File: src/inc/afs_pkg.sv
package afs_pkg;

	// System clock rate
	localparam int unsigned CLK_HZ         = 50_000_000;

	// Energy pulse length on the transmit pin
	localparam int unsigned PULSE_MS       = 250;
	localparam int unsigned PULSE_CYC      = (CLK_HZ / 1000) * PULSE_MS;

	// Dimming waveform rate and one-percent step
	localparam int unsigned PWM_HZ         = 160;
	localparam int unsigned PWM_STEPS      = 100;
	localparam int unsigned PWM_STEP_CYC   = CLK_HZ / (PWM_HZ * PWM_STEPS);

	// Relay persistence time, a least time
	localparam int unsigned RELAY_HOLD_S   = 10;
	localparam int unsigned RELAY_HOLD_CYC = CLK_HZ * RELAY_HOLD_S;

	// Quiet time on the receive pin that ends a reception
	localparam int unsigned RX_IDLE_US     = 1000;
	localparam int unsigned RX_IDLE_CYC    = (CLK_HZ / 1_000_000) * RX_IDLE_US;

	// Register port geometry
	localparam int unsigned ADDR_W         = 4;
	localparam int unsigned DATA_W         = 16;

	// Register offsets
	localparam logic [3:0]  OFS_CTRL       = 4'h0;
	localparam logic [3:0]  OFS_STATUS     = 4'h1;
	localparam logic [3:0]  OFS_PV_SET     = 4'h2;
	localparam logic [3:0]  OFS_PV_CLR     = 4'h3;

	// Pending energy pulse counter width
	localparam int unsigned PEND_W         = 8;

	// Transmit pin functions
	typedef enum logic [2:0] {
		TX_NORMAL   = 3'h0,
		TX_PULSE    = 3'h1,
		TX_PWM_NORM = 3'h2,
		TX_PWM_INV  = 3'h3,
		TX_VLOAD    = 3'h4
	} afs_tx_mode_t;

	// Receive pin functions
	typedef enum logic [1:0] {
		RX_REMOTE   = 2'h0,
		RX_LOAD_CFG = 2'h1,
		RX_LOAD_INV = 2'h2,
		RX_LOAD_NRM = 2'h3
	} afs_rx_mode_t;

	// Relay modes
	typedef enum logic [1:0] {
		RLY_OFF     = 2'h0,
		RLY_PV_HIGH = 2'h1,
		RLY_LOAD    = 2'h2,
		RLY_RSVD    = 2'h3
	} afs_rly_mode_t;

	// Control register layout, low bits of the word
	typedef struct packed {
		afs_rly_mode_t relay;
		afs_rx_mode_t  rx;
		afs_tx_mode_t  tx;
	} afs_ctrl_t;

	localparam int unsigned CTRL_W         = 7;
	localparam afs_ctrl_t   CTRL_RST       = '{relay: RLY_OFF, rx: RX_REMOTE, tx: TX_NORMAL};
	localparam logic [15:0] PV_SET_RST     = 16'hFFFF;
	localparam logic [15:0] PV_CLR_RST     = 16'h0000;

	// Status register layout, sixteen bits
	typedef struct packed {
		logic [7:0] pending;
		logic       relay_on;
		logic       pv_high;
		logic       jumper;
		logic       load_on;
		logic       charge_en;
		logic       tx_level;
		logic       rx_busy;
		logic       rx_level;
	} afs_status_t;

endpackage

File: src/verilog/afs_port_select.sv
// Operation
// - Reset and default: transmit pin carries serial
// - Pulse mode: idle high, 250ms low per tick
// - Normal dimming: full brightness gives 100% duty
// - Inverted dimming: full brightness gives 0% duty
// - Dimming waveform fixed at 160Hz
// - Virtual load: pin follows load switch
// - Alternative modes yield to incoming serial data
// - After reception ends, restore selected function
// - Remote mode: 0V stops, 5V/command charges
// - Load config mode: sense jumper on pin
// - Inverted load control: 0V on, 5V off
// - Normal load control: 0V off, 5V on
// - Relay on joins C-NO, off C-NC
// - Relay moves after 10s unbroken condition
// - Always-off relay mode overrides everything
// - Panel-high mode: relay on at excess voltage
// - Panel-high uses set and clear hysteresis
// - Dimming follows lighting timer dim level
//
// Implementation choices: the register addresses and the plain strobed port.
`timescale 1ns/1ns
module afs_port_select #(
	parameter int unsigned PULSE_CYC      = afs_pkg::PULSE_CYC,       // Energy pulse low time
	parameter int unsigned PWM_STEP_CYC   = afs_pkg::PWM_STEP_CYC,    // Cycles per dimming slot
	parameter int unsigned RELAY_HOLD_CYC = afs_pkg::RELAY_HOLD_CYC,  // Relay persistence
	parameter int unsigned RX_IDLE_CYC    = afs_pkg::RX_IDLE_CYC      // Quiet time ending reception
) (
	input  wire logic        SYS_CLK,        // System clock, 50 MHz
	input  wire logic        RST_B,          // Asynchronous reset, active low
	input  wire logic [3:0]  ADDR,           // Register address
	input  wire logic [15:0] WR_DATA,        // Register write data
	input  wire logic        WR_EN,          // Write strobe
	input  wire logic        RD_EN,          // Read strobe
	output logic      [15:0] RD_DATA,        // Read data, cycle after the strobe
	input  wire logic        RX_PIN,         // Receive pin level
	output logic             TX_PIN,         // Transmit pin level
	input  wire logic        UART_TXD,       // Serial transmit data from the core
	input  wire logic        ENERGY_TICK,    // One pulse per 0.01 kWh harvested
	input  wire logic [6:0]  DIM_PCT,        // Timer program dim level, percent
	input  wire logic        LOAD_STATE,     // Load output switch state
	input  wire logic        REMOTE_ON_CMD,  // On command from the serial link
	input  wire logic [15:0] PANEL_V,        // Panel voltage reading
	output logic             CHARGE_EN,      // Charger allowed to run
	output logic             LOAD_ON_REQ,    // Load output permitted by the pin
	output logic             LOAD_JUMPER,    // Jumper sensed on the pin
	output logic             RELAY_ON        // Relay drive, high joins C to NO
);

	localparam int unsigned PW = (PULSE_CYC > 1) ? $clog2(PULSE_CYC) : 1;
	localparam int unsigned IW = (RX_IDLE_CYC > 1) ? $clog2(RX_IDLE_CYC) : 1;
	localparam logic [PW-1:0] PULSE_LAST = PW'(PULSE_CYC - 1);
	localparam logic [IW-1:0] IDLE_LAST  = IW'(RX_IDLE_CYC - 1);
	localparam logic [afs_pkg::PEND_W-1:0] PEND_MAX = '1;

	// Refuse counts the counters cannot serve
	if ((PULSE_CYC < 1) || (RX_IDLE_CYC < 1)) begin : g_chk
		$error("afs_port_select: counts must be at least 1");
	end

	// True for the transmit functions that give way to serial traffic
	function automatic logic is_alt(input afs_pkg::afs_tx_mode_t m);
		is_alt = (m == afs_pkg::TX_PULSE) || (m == afs_pkg::TX_PWM_NORM) ||
			(m == afs_pkg::TX_PWM_INV) || (m == afs_pkg::TX_VLOAD);
	endfunction

	// True for relay modes that force the relay off
	function automatic logic rly_forced(input afs_pkg::afs_rly_mode_t m);
		rly_forced = (m == afs_pkg::RLY_OFF) || (m == afs_pkg::RLY_RSVD);
	endfunction

	// Registers
	afs_pkg::afs_ctrl_t ctrl_q;       // Pin and relay function selection
	logic [15:0]        pv_set_q;     // Panel high set level
	logic [15:0]        pv_clr_q;     // Panel high clear level
	logic [15:0]        rd_data_q;    // Read data
	logic               rx_m_q;       // Receive pin, first sync stage
	logic               rx_s_q;       // Receive pin, synchronised
	logic               rx_busy_q;    // Serial reception in progress
	logic [IW-1:0]      idle_q;       // Quiet cycles during reception
	logic               pulse_act_q;  // Energy pulse being driven low
	logic [PW-1:0]      pulse_q;      // Cycles into the energy pulse
	logic [afs_pkg::PEND_W-1:0] pend_q;  // Energy pulses still owed
	logic               pv_high_q;    // Panel voltage excessive
	logic               tx_q;         // Transmit pin level
	logic               charge_q;     // Charger enable
	logic               load_q;       // Load permission
	logic               jumper_q;     // Jumper sense

	// Next values and decode
	logic                 wr_ctrl;
	logic                 wr_set;
	logic                 wr_clr;
	logic                 tx_alt;
	logic                 pwm_raw;
	logic                 alt_level;
	logic                 tx_d;
	logic                 pulse_start;
	logic                 pulse_end;
	logic                 pv_high_d;
	logic                 charge_d;
	logic                 load_d;
	logic                 relay_want;
	logic                 relay_q;
	logic [15:0]          rd_mux;
	afs_pkg::afs_status_t status;

	// Register write decode
	assign wr_ctrl = WR_EN && (ADDR == afs_pkg::OFS_CTRL);
	assign wr_set  = WR_EN && (ADDR == afs_pkg::OFS_PV_SET);
	assign wr_clr  = WR_EN && (ADDR == afs_pkg::OFS_PV_CLR);

	// Software-written registers
	always_ff @(posedge SYS_CLK or negedge RST_B) begin
		if (!RST_B) begin
			ctrl_q   <= afs_pkg::CTRL_RST;
			pv_set_q <= afs_pkg::PV_SET_RST;
			pv_clr_q <= afs_pkg::PV_CLR_RST;
		end else begin
			if (wr_ctrl) begin
				ctrl_q <= afs_pkg::afs_ctrl_t'(WR_DATA[afs_pkg::CTRL_W-1:0]);
			end
			if (wr_set) begin
				pv_set_q <= WR_DATA;
			end
			if (wr_clr) begin
				pv_clr_q <= WR_DATA;
			end
		end
	end

	// Status word and read selection; unmapped offsets read zero
	assign status = '{pending: pend_q, relay_on: relay_q, pv_high: pv_high_q, jumper: jumper_q,
		load_on: load_q, charge_en: charge_q, tx_level: tx_q, rx_busy: rx_busy_q, rx_level: rx_s_q};
	assign rd_mux = (ADDR == afs_pkg::OFS_CTRL)   ? {9'h000, ctrl_q} :
			(ADDR == afs_pkg::OFS_STATUS) ? status :
			(ADDR == afs_pkg::OFS_PV_SET) ? pv_set_q :
			(ADDR == afs_pkg::OFS_PV_CLR) ? pv_clr_q : 16'h0000;

	// Read data stand only in the cycle after the strobe
	always_ff @(posedge SYS_CLK or negedge RST_B) begin
		if (!RST_B) begin
			rd_data_q <= 16'h0000;
		end else begin
			rd_data_q <= RD_EN ? rd_mux : 16'h0000;
		end
	end

	// Two-stage synchroniser on the receive pin
	always_ff @(posedge SYS_CLK or negedge RST_B) begin
		if (!RST_B) begin
			rx_m_q <= 1'b1;
			rx_s_q <= 1'b1;
		end else begin
			rx_m_q <= RX_PIN;
			rx_s_q <= rx_m_q;
		end
	end

	// A low level opens a reception; a long quiet high closes it
	always_ff @(posedge SYS_CLK or negedge RST_B) begin
		if (!RST_B) begin
			rx_busy_q <= 1'b0;
			idle_q    <= '0;
		end else if (!rx_s_q) begin
			rx_busy_q <= 1'b1;
			idle_q    <= '0;
		end else if (rx_busy_q && (idle_q == IDLE_LAST)) begin
			rx_busy_q <= 1'b0;
			idle_q    <= '0;
		end else if (rx_busy_q) begin
			idle_q    <= idle_q + IW'(1);
		end
	end

	// Energy pulse scheduling; up to 255 owed pulses are kept, and ticks beyond that count are dropped
	assign pulse_start = (ctrl_q.tx == afs_pkg::TX_PULSE) && !pulse_act_q && (pend_q != '0);
	assign pulse_end   = pulse_act_q && (pulse_q == PULSE_LAST);

	// Owed pulse count; a tick in the cycle a pulse starts is still counted
	always_ff @(posedge SYS_CLK or negedge RST_B) begin
		if (!RST_B) begin
			pend_q <= '0;
		end else if (ctrl_q.tx != afs_pkg::TX_PULSE) begin
			pend_q <= '0;
		end else if (ENERGY_TICK && !pulse_start && (pend_q != PEND_MAX)) begin
			pend_q <= pend_q + afs_pkg::PEND_W'(1);
		end else if (!ENERGY_TICK && pulse_start) begin
			pend_q <= pend_q - afs_pkg::PEND_W'(1);
		end
	end

	// Low-pulse timer
	always_ff @(posedge SYS_CLK or negedge RST_B) begin
		if (!RST_B) begin
			pulse_act_q <= 1'b0;
			pulse_q     <= '0;
		end else if (pulse_start) begin
			pulse_act_q <= 1'b1;
			pulse_q     <= '0;
		end else if (pulse_end) begin
			pulse_act_q <= 1'b0;
			pulse_q     <= '0;
		end else if (pulse_act_q) begin
			pulse_q     <= pulse_q + PW'(1);
		end
	end

	// Dimming waveform from the timer program's dim level
	afs_pwm_gen #(
		.STEP_CYC (PWM_STEP_CYC)
	) u_pwm (
		.clk   (SYS_CLK),
		.rst_b (RST_B),
		.dim   (DIM_PCT),
		.pwm_q (pwm_raw)
	);

	// Transmit pin selection; reception forces serial traffic through
	assign tx_alt    = is_alt(ctrl_q.tx);
	assign alt_level = (ctrl_q.tx == afs_pkg::TX_PULSE)    ? ~pulse_act_q :
			(ctrl_q.tx == afs_pkg::TX_PWM_NORM) ? pwm_raw :
			(ctrl_q.tx == afs_pkg::TX_PWM_INV)  ? ~pwm_raw :
			LOAD_STATE;
	assign tx_d      = (tx_alt && !rx_busy_q) ? alt_level : UART_TXD;

	// Receive pin functions
	assign charge_d = (ctrl_q.rx == afs_pkg::RX_REMOTE) ? (rx_s_q || REMOTE_ON_CMD) : 1'b1;
	assign load_d   = (ctrl_q.rx == afs_pkg::RX_LOAD_INV) ? !rx_s_q :
			(ctrl_q.rx == afs_pkg::RX_LOAD_NRM) ? rx_s_q : 1'b1;

	// Panel high with set and clear levels
	assign pv_high_d = (PANEL_V > pv_set_q) ? 1'b1 :
			(PANEL_V < pv_clr_q) ? 1'b0 : pv_high_q;

	// Pin outputs and panel flag
	always_ff @(posedge SYS_CLK or negedge RST_B) begin
		if (!RST_B) begin
			tx_q      <= 1'b1;
			charge_q  <= 1'b0;
			load_q    <= 1'b0;
			jumper_q  <= 1'b0;
			pv_high_q <= 1'b0;
		end else begin
			tx_q      <= tx_d;
			charge_q  <= charge_d;
			load_q    <= load_d;
			jumper_q  <= (ctrl_q.rx == afs_pkg::RX_LOAD_CFG) && !rx_s_q;
			pv_high_q <= pv_high_d;
		end
	end

	// Relay request by mode
	assign relay_want = (ctrl_q.relay == afs_pkg::RLY_PV_HIGH) ? pv_high_q :
			(ctrl_q.relay == afs_pkg::RLY_LOAD) ? LOAD_STATE : 1'b0;

	// Persistence filter drives the relay coil
	afs_persist #(
		.HOLD_CYC (RELAY_HOLD_CYC)
	) u_relay (
		.clk       (SYS_CLK),
		.rst_b     (RST_B),
		.want      (relay_want),
		.force_off (rly_forced(ctrl_q.relay)),
		.state_q   (relay_q)
	);

	// Outputs, all from flip-flops; relay high selects the NO contact
	assign TX_PIN      = tx_q;
	assign CHARGE_EN   = charge_q;
	assign LOAD_ON_REQ = load_q;
	assign LOAD_JUMPER = jumper_q;
	assign RELAY_ON    = relay_q;
	assign RD_DATA     = rd_data_q;
endmodule

File: src/verilog/afs_pwm_gen.sv
`timescale 1ns/1ns
module afs_pwm_gen #(
	parameter int unsigned STEP_CYC = afs_pkg::PWM_STEP_CYC  // Cycles per one-percent slot
) (
	input  wire logic       clk,    // System clock
	input  wire logic       rst_b,  // Asynchronous reset, active low
	input  wire logic [6:0] dim,    // Requested brightness in percent
	output logic            pwm_q   // Non-inverted waveform
);

	localparam int unsigned SW = (STEP_CYC > 1) ? $clog2(STEP_CYC) : 1;
	localparam logic [SW-1:0] STEP_LAST = SW'(STEP_CYC - 1);
	localparam logic [6:0]    PCT_LAST  = 7'(afs_pkg::PWM_STEPS - 1);
	localparam logic [6:0]    PCT_FULL  = 7'(afs_pkg::PWM_STEPS);

	// Refuse a step length the counter cannot serve
	if (STEP_CYC < 1) begin : g_chk
		$error("afs_pwm_gen: STEP_CYC must be at least 1");
	end

	logic [SW-1:0] step_q;  // Position inside a slot
	logic [6:0]    pct_q;   // Slot index, 0 to 99
	logic [6:0]    dim_c;   // Brightness clamped to full
	logic          step_end;

	// Requests above full brightness act as full
	assign dim_c    = (dim > PCT_FULL) ? PCT_FULL : dim;
	assign step_end = (step_q == STEP_LAST);

	// Free-running counters fix the period whatever the brightness
	always_ff @(posedge clk or negedge rst_b) begin
		if (!rst_b) begin
			step_q <= '0;
			pct_q  <= '0;
		end else if (step_end) begin
			step_q <= '0;
			pct_q  <= (pct_q == PCT_LAST) ? 7'h00 : pct_q + 7'h01;
		end else begin
			step_q <= step_q + SW'(1);
		end
	end

	// High for dim slots out of a hundred, so duty tracks the percentage
	always_ff @(posedge clk or negedge rst_b) begin
		if (!rst_b) begin
			pwm_q <= 1'b0;
		end else begin
			pwm_q <= (pct_q < dim_c);
		end
	end
endmodule

File: src/verilog/afs_persist.sv
`timescale 1ns/1ns
module afs_persist #(
	parameter int unsigned HOLD_CYC = afs_pkg::RELAY_HOLD_CYC  // Cycles a change must persist
) (
	input  wire logic clk,        // System clock
	input  wire logic rst_b,      // Asynchronous reset, active low
	input  wire logic want,       // Requested relay position
	input  wire logic force_off,  // Hold off at once
	output logic      state_q     // Relay position, high for on
);

	localparam int unsigned CW = (HOLD_CYC > 1) ? $clog2(HOLD_CYC) : 1;
	localparam logic [CW-1:0] HOLD_LAST = CW'(HOLD_CYC - 1);

	// Refuse a hold time the counter cannot serve
	if (HOLD_CYC < 1) begin : g_chk
		$error("afs_persist: HOLD_CYC must be at least 1");
	end

	logic [CW-1:0] cnt_q;  // Cycles the differing request has lasted

	// Count an unbroken difference, flip once it has lasted the hold time
	always_ff @(posedge clk or negedge rst_b) begin
		if (!rst_b) begin
			state_q <= 1'b0;
			cnt_q   <= '0;
		end else if (force_off) begin
			state_q <= 1'b0;
			cnt_q   <= '0;
		end else if (want == state_q) begin
			cnt_q   <= '0;
		end else if (cnt_q == HOLD_LAST) begin
			state_q <= want;
			cnt_q   <= '0;
		end else begin
			cnt_q   <= cnt_q + CW'(1);
		end
	end
endmodule

File: config.mk
export PLATFORM = sky130hd
export DESIGN_NAME = afs_port_select
export DESIGN_NICKNAME = d
export VERILOG_FILES = /design/src/inc/afs_pkg.sv /design/src/verilog/afs_port_select.sv /design/src/verilog/afs_pwm_gen.sv /design/src/verilog/afs_persist.sv
export SDC_FILE = /design/constraint.sdc
export NUM_CORES = 1
export LEC_CHECK = 0
export BUFFER_PORTS_ARGS = -buffer_cell sky130_fd_sc_hd__buf_4
export CAP_MARGIN = 20
export CORE_UTILIZATION = 60
export DETAILED_ROUTE_END_ITERATION = 12
export PLACE_DENSITY = 0.8
export SLEW_MARGIN = 5
export SYNTH_ARGS = -nofsm -noshare
export SYNTH_HDL_FRONTEND = slang
export SYNTH_HIERARCHICAL = 1
export SYNTH_SLANG_ARGS = --single-unit
File: constraint.sdc
create_clock -name SYS_CLK -period 3.1 [get_ports SYS_CLK]
set_input_delay 0.31 -clock SYS_CLK [delete_from_list [all_inputs] [get_ports SYS_CLK]]
set_output_delay 0.31 -clock SYS_CLK [all_outputs]
set_load 0.005 [all_outputs]
# Yosys cells after proc, flatten, opt, wreduce, memory -nomap -nowiden
# Index checks and enable logic that the tools add are counted.
[word_totals]
register_bits = 162
in_bits = 52
out_inout_bits = 21
wordCells = 130
[op_classes]
n_addsub = 7
magnitude_cmp = 4
eq_ne = 24
n_mux = 38
bitwise = 2
n_reduce_logical = 32
[op_table]
columns = ["op", "count"]
rows = [
  ["$mux 16", 8],
  ["$mux 29", 3],
  ["$mux 24", 3],
  ["$add 29x1->29 const B", 1],
  ["$eq 29x29->1 const B", 1],
  ["$add 24x1->24 const B", 1],
  ["$eq 24x24->1 const B", 1],
  ["$mux 8", 3],
  ["$mux 1", 18],
  ["$add 16x1->16 const B", 1],
  ["$eq 16x16->1 const B", 1],
  ["$gt 16x16->1", 1],
  ["$lt 16x16->1", 1],
  ["$mux 7", 2],
  ["$add 12x1->12 const B", 1],
  ["$eq 12x12->1 const B", 1],
  ["$logic_and 1x1->1", 12],
  ["$mux 12", 1],
  ["$add 8x1->8 const B", 1],
  ["$eq 2x2->1 const B", 4],
  ["$eq 4x2->1 const B", 2],
  ["$ne 8x8->1 const B", 1],
  ["$reduce_bool 8->1", 1],
  ["$sub 8x1->8 const B", 1],
  ["20 further kinds", 37],
]

# Logic depth before layout (Yosys ltp)
[depth]
depth_word = 8
ltp_mapped = 12

# Hierarchy
# The synthesis kept the hierarchy.
[modules_own_cells]
columns = ["mod", "instances", "cells_each", "area_per_inst_um2"]
rows = [
  ["afs_port_select", 1, 670, 6388.6],
  ["afs_persist", 1, 167, 1570.3],
  ["afs_pwm_gen", 1, 111, 1158.6],
]

# Worst setup path before layout
# OpenSTA, ideal clock, no wires.
[synth_timing]
kind = "register to register"
start = "register ctrl_q[2] (netlist name)"
end = "register pend_q[6] (netlist name)"
setup_ns = 0.120
arrival_time_ns = 2.759
required_time_ns = 2.980
setup_slack_ns = 0.221
path_stages_with_launch = 12
path_buffers = 1
path_cell_list = "dfrtp_1 -> or3b_1 -> clkbuf_1 -> a211oi_1 -> nand2b_1 -> ha_1 -> nor2b_1 -> o21ai_0 -> a21oi_1 -> o21a_1 -> or3_1 -> a41o_1"
[synth_via]
elab_chain_len = 8
word_cells_on_any_way = 11
classes_between = "2 x eq/ne; 2 x mux; 7 x reduce/logical"
[synth_rtl]
columns = ["item", "line", "source"]
rows = [
  ["start, declared", "afs_port_select.sv:73", "afs_pkg::afs_ctrl_t ctrl_q;"],
  ["start signal, assigned", "afs_port_select.sv:116", "ctrl_q <= afs_pkg::CTRL_RST;"],
  ["start signal, assigned", "afs_port_select.sv:121", "ctrl_q <= afs_pkg::afs_ctrl_t'(WR_DATA[afs_pkg::CTRL_W-1:0]);"],
  ["$eq 3x1->1", "afs_port_select.sv:177", "assign pulse_start = (ctrl_q.tx == afs_pkg::TX_PULSE) && !pulse_act_q && (pend_q != '0);"],
  ["$logic_and 1x1->1 (2 in series)", "afs_port_select.sv:177", ""],
  ["$logic_not 1->1", "afs_port_select.sv:186", "end else if (ENERGY_TICK && !pulse_start && (pend_q != PEND_MAX)) begin"],
  ["$logic_and 1x1->1 (2 in series)", "afs_port_select.sv:186", ""],
  ["$mux 8", "afs_port_select.sv:186", ""],
  ["$mux 8", "afs_port_select.sv:184", "end else if (ctrl_q.tx != afs_pkg::TX_PULSE) begin"],
  ["end signal, assigned", "afs_port_select.sv:187", "pend_q <= pend_q + afs_pkg::PEND_W'(1);"],
  ["end signal, assigned", "afs_port_select.sv:189", "pend_q <= pend_q - afs_pkg::PEND_W'(1);"],
  ["end, declared", "afs_port_select.sv:83", "logic [afs_pkg::PEND_W-1:0] pend_q;"],
]
# Parallel ways exist; a longest one is shown, timed or not.
# A chain may end at the register's enable or synchronous reset.

# Worst setup path after layout
[layout_timing]
start = "register pend_q[5] (netlist name)"
end = "register pend_q[6] (netlist name)"
[layout_via]
elab_chain_len = 7
word_cells_on_any_way = 13
classes_between = "2 x add/sub; 1 x eq/ne; 3 x mux; 7 x reduce/logical"
[layout_rtl]
columns = ["item"]
rows = [
  ["branches (longest 7 deep; another with $sub 8x1->8)"],
]
# Parallel ways; which one is timed is not known. The select of a mux whose other input is x is not followed.

==> summary.txt <==
Run status
  – Outcome: finished, final reports clean

Floorplan
  – Io pins: 73
  – Core area: 14,700 sq um
  – Initial Util: 62.0%
  – FP Rows: 44
  – Die Span Y: 125 um
  – Die Wd: 125 um
  – Die area: 15,700 sq um

Yosys
  – Cells after Synth: 948
  – Post-synth EDFFs: 0
  – Post-synthesis cell type count: 77
  – Yosys top cell by area: dfrtp_1
  – Post-synth top flop: dfrtp_1
  – Synthesized area: 9120 sq um
  – Synth warnings: 6
  – Syn Area/Cell: 9.62 sq um
  – Yosys reg bits: 162
  – Register area share after synthesis: 44.7%
  – Top cells by area, synth: dfrtp_1, ha_1, dfstp_2
  – Mapped Nets: 1,052
  – Share of the synthesized area in the top cell type: 39.2%
  – Most frequent cell after synthesis: dfrtp_1
  – Synth async-reset ratio: 100%
  – Synth cell count leaders: dfrtp_1, nand2_1, nor2_1

Clock network
  – Clock-pin slew on the worst setup and hold paths: 60 ps
  – Num CTS Buffers: 17
  – Postcts setup bufs: 0
  – CTS max path bufs: 2
  – Clk Latency, worst-skew pair: 440 ps
  – CTS tree: done
  – CTS Root Cell: clkbuf_16
  – Clock sinks: 162
  – H-tree Lvls: 4

Critical path
  – Critical path arrival: 3200 ps
  – Crit Path Max Fanout: 8
  – Critical path class: flop to flop
  – Max stage delay on crit path: 450 ps
  – R2R depth: 11
  – Reg-to-Reg Start: pend_q[5]
  – CP max-delay cell: dfrtp_1
  – Critical Path Start Type: flop
  – RR Endpoint: pend_q[6]
  – Crit end category: flop
  – Crit path required time: 3420 ps
  – Cell breakdown of the critical path: nor4_1 -> buf_4 -> a211oi_1 -> nand2b_2 -> ha_1 -> nor2b_1 -> o21ai_0 -> a21oi_1 -> o21a_1 -> or3_1 -> a41o_1
  – R2r setup slk: 220 ps

Timing
  – Max-slew headroom: 34.0%
  – Setup violators final: 0
  – Fmax: 347 MHz
  – RSZ-0062 raised after global routing: no
  – Final-report hold violation count: 0
  – Final Skew: 7.68 ps
  – Least-Margin Pin Slew: 988 ps
  – Final worst setup slack: 219 ps
  – Max-slew violation count: 0
  – Final Critical Period: 2880 ps
  – Final Cycle Share: 92.9%
  – Fin Setup TNS: 0 ps

Power
  – Worst vdd ir: 0.527 mV
  – Comb power frac: 21.5%
  – Final Power: 6.09 mW
  – Sequential share of power: 41.6%
  – Int Pwr: 4.24 mW
  – Static Leak: 4.68 nW
  – Net Sw Power: 1.85 mW
  – Sw Ratio: 30.4%
  – PD cells: 577 nW/um^2
  – Clock power share: 36.8%

Routing
  – DRT antenna net count: 0
  – Routed wire length: 20,900 um
  – Via density: 6.12
  – WL per Instance: 17.0 um
  – Initial DRT Pass Iterations: 5
  – Via Count: 7,530
  – DRT iter0 DRCs: 565
  – Drc violations: 0

Placed design
  – Post-DP HPWL: 14,800 um
  – Worst slack at placement: 155 ps
  – RD Place Congestion: 0.875
  – Input/output buffers: 72

Global routing
  – Overflow after GRT: 0
  – GRT Total Usage: 28.0%
  – Maximum number of pins on one net before global-route repair: 59
  – Vias in the first global route: 7,183
  – First-pass GRT wire length: 35,000 um
  – Initial antenna violation count: 0

Layout
  – Share of cells above drive strength 1: 18.9%
  – Antenna diode count: 0
  – Nets: 1,137
  – Multi-input logic area: 4680 sq um
  – Register area: 4080 sq um
  – # fillers: 1,083
  – Area growth from synthesis to layout: 15.7%

Job
  – Max_cap viols: 0

Worst hold path
  – Worst hold path type: input pin to flop
  – Hold Crit Endpoint: CHARGE_EN
  – Hold Crit Depth: 2
  – Min-delay src: REMOTE_ON_CMD
==> critical path, delay by kind of cell (launching register included) <==
| kind | cells | cell delay [ps] |
|---|---|---|
| AOI/OAI and AO/OA | 5 | 770 |
| adders and majority gates | 1 | 370 |
| buffers and inverters | 1 | 170 |
| DFF | 1 | 450 |
| and+or+nand+nor | 4 | 1010 |
==> power by group through the flow <==
stage	combinational [mW]	clock, mW	sequential, mW
detailed placement	1.29	0	2.56
floorplan	0.914	0	2.51
global placement	1.24	0	2.55
CTS	1.30	2.27	2.53
global route	1.46	2.37	2.56
finish	1.31	2.24	2.53
==> state kept, by name, indices dropped and copies added, names as in the netlist <==
signal,count
rx_busy_q,1
LOAD_ON_REQ,1
CHARGE_EN,1
pv_clr_q,16
rx_m_q,1
pv_set_q,16
TX_PIN,1
u_relay/cnt_q,29
u_relay/state_q,1
pulse_q,24
LOAD_JUMPER,1
u_pwm/pwm_q,1
pv_high_q,1
idle_q,16
u_pwm/step_q,12
pulse_act_q,1
ctrl_q,7
pend_q,8
u_pwm/pct_q,7
RD_DATA,16
rx_s_q,1
==> timing repair <==
action                                  in CTS  in global routing
gates resized for setup                      0                  2
endpoints found under the setup margin       0                  2
hold buffers                                 2                  0
endpoints found under the hold margin       53                  0
==> cell type report <==
type | count | share of cell area, %
Clock inverter | 14 | 1.84
Clock buffer | 18 | 4.16
Inverter | 58 | 2.06
Tap cell | 184 | 2.18
Multi-Input combinational cell | 700 | 44.3
Timing Repair Buffer | 94 | 6.77
Sequential cell | 162 | 38.7
==> placed cells by master, fill, tap and decap left out, types with 7 or more instances in the layout <==
master     synthesis  routed
dfrtp_1          143     143
nand2_1          101     101
buf_4              3      91
nor2_1            81      81
o21ai_0           77      77
inv_1             58      58
ha_1              51      51
nand3_1           43      43
mux2_2            28      28
nand4_1           25      25
xor2_1            25      25
nor3_1            23      23
xnor2_1           20      20
dfstp_2           19      19
a21oi_1           18      18
and3_1            18      18
clkbuf_16          0      17
o31ai_1           16      16
nor2b_1           13      13
a31oi_1           11      11
a22oi_1            9       9
nand2b_1          10       9
a22o_1             9       9
a21boi_0           7       7
and4_1             7       7
a21o_1             7       7
or3_1              7       7
==> cell families after synthesis <==
kind of cell             Yosys count  share of synthesized area [%]
AO/OA/AOI/OAI                    200                           14.4
multiplexers                      32                           3.95
XOR/XNOR                          45                           4.32
AND/OR/NAND/NOR                  371                           21.3
buffers and inverters             86                           4.09
adder cells (fa/ha/maj)           52                           7.22
flip-flops                       162                           44.7
==> how the worst max path moves through the flow <==
stage / depth (start not counted) / slack [ps] / startpoint / end
2_1_floorplan: 11 / 220 / ctrl_q[2] / pend_q[6]
3_3_place_gp: 11 / 190 / pend_q[4] / pend_q[6]
3_5_place_dp: 11 / 160 / pend_q[5] / pend_q[6]
4_1_cts: 11 / 140 / pend_q[5] / pend_q[6]
5_1_grt: 11 / 30 / pend_q[5] / pend_q[7]
6_report: 11 / 220 / pend_q[5] / pend_q[6]
==> per-stage QoR <==
step	hold slack, ps	utilization (%)	std cells	area [sq um]
CTS	57.6	71.7	1230	10500
global placement	299	67.3	1196	9890
floorplan	14.4	-	948	9120
finish	70.1	71.8	1230	10500
global route	57.3	71.8	1230	10500
detailed placement	298	67.3	1196	9890
==> layer usage <==
| layer | vias up | wire length (um) | part of all wire, % | global-route usage (%) |
|---|---|---|---|---|
| met2 | 214 | 9860 | 47 | 44.4 |
| met1 | 3705 | 9650 | 46 | 38.4 |
| li1 | 3573 | - | - | - |
| met5 | - | 0 | 0 | 0 |
| met3 | 38 | 978 | 4.7 | 5.43 |
| met4 | 0 | 427 | 2.0 | 10.4 |
No activity file was read; power rests on OpenSTA's default activity.
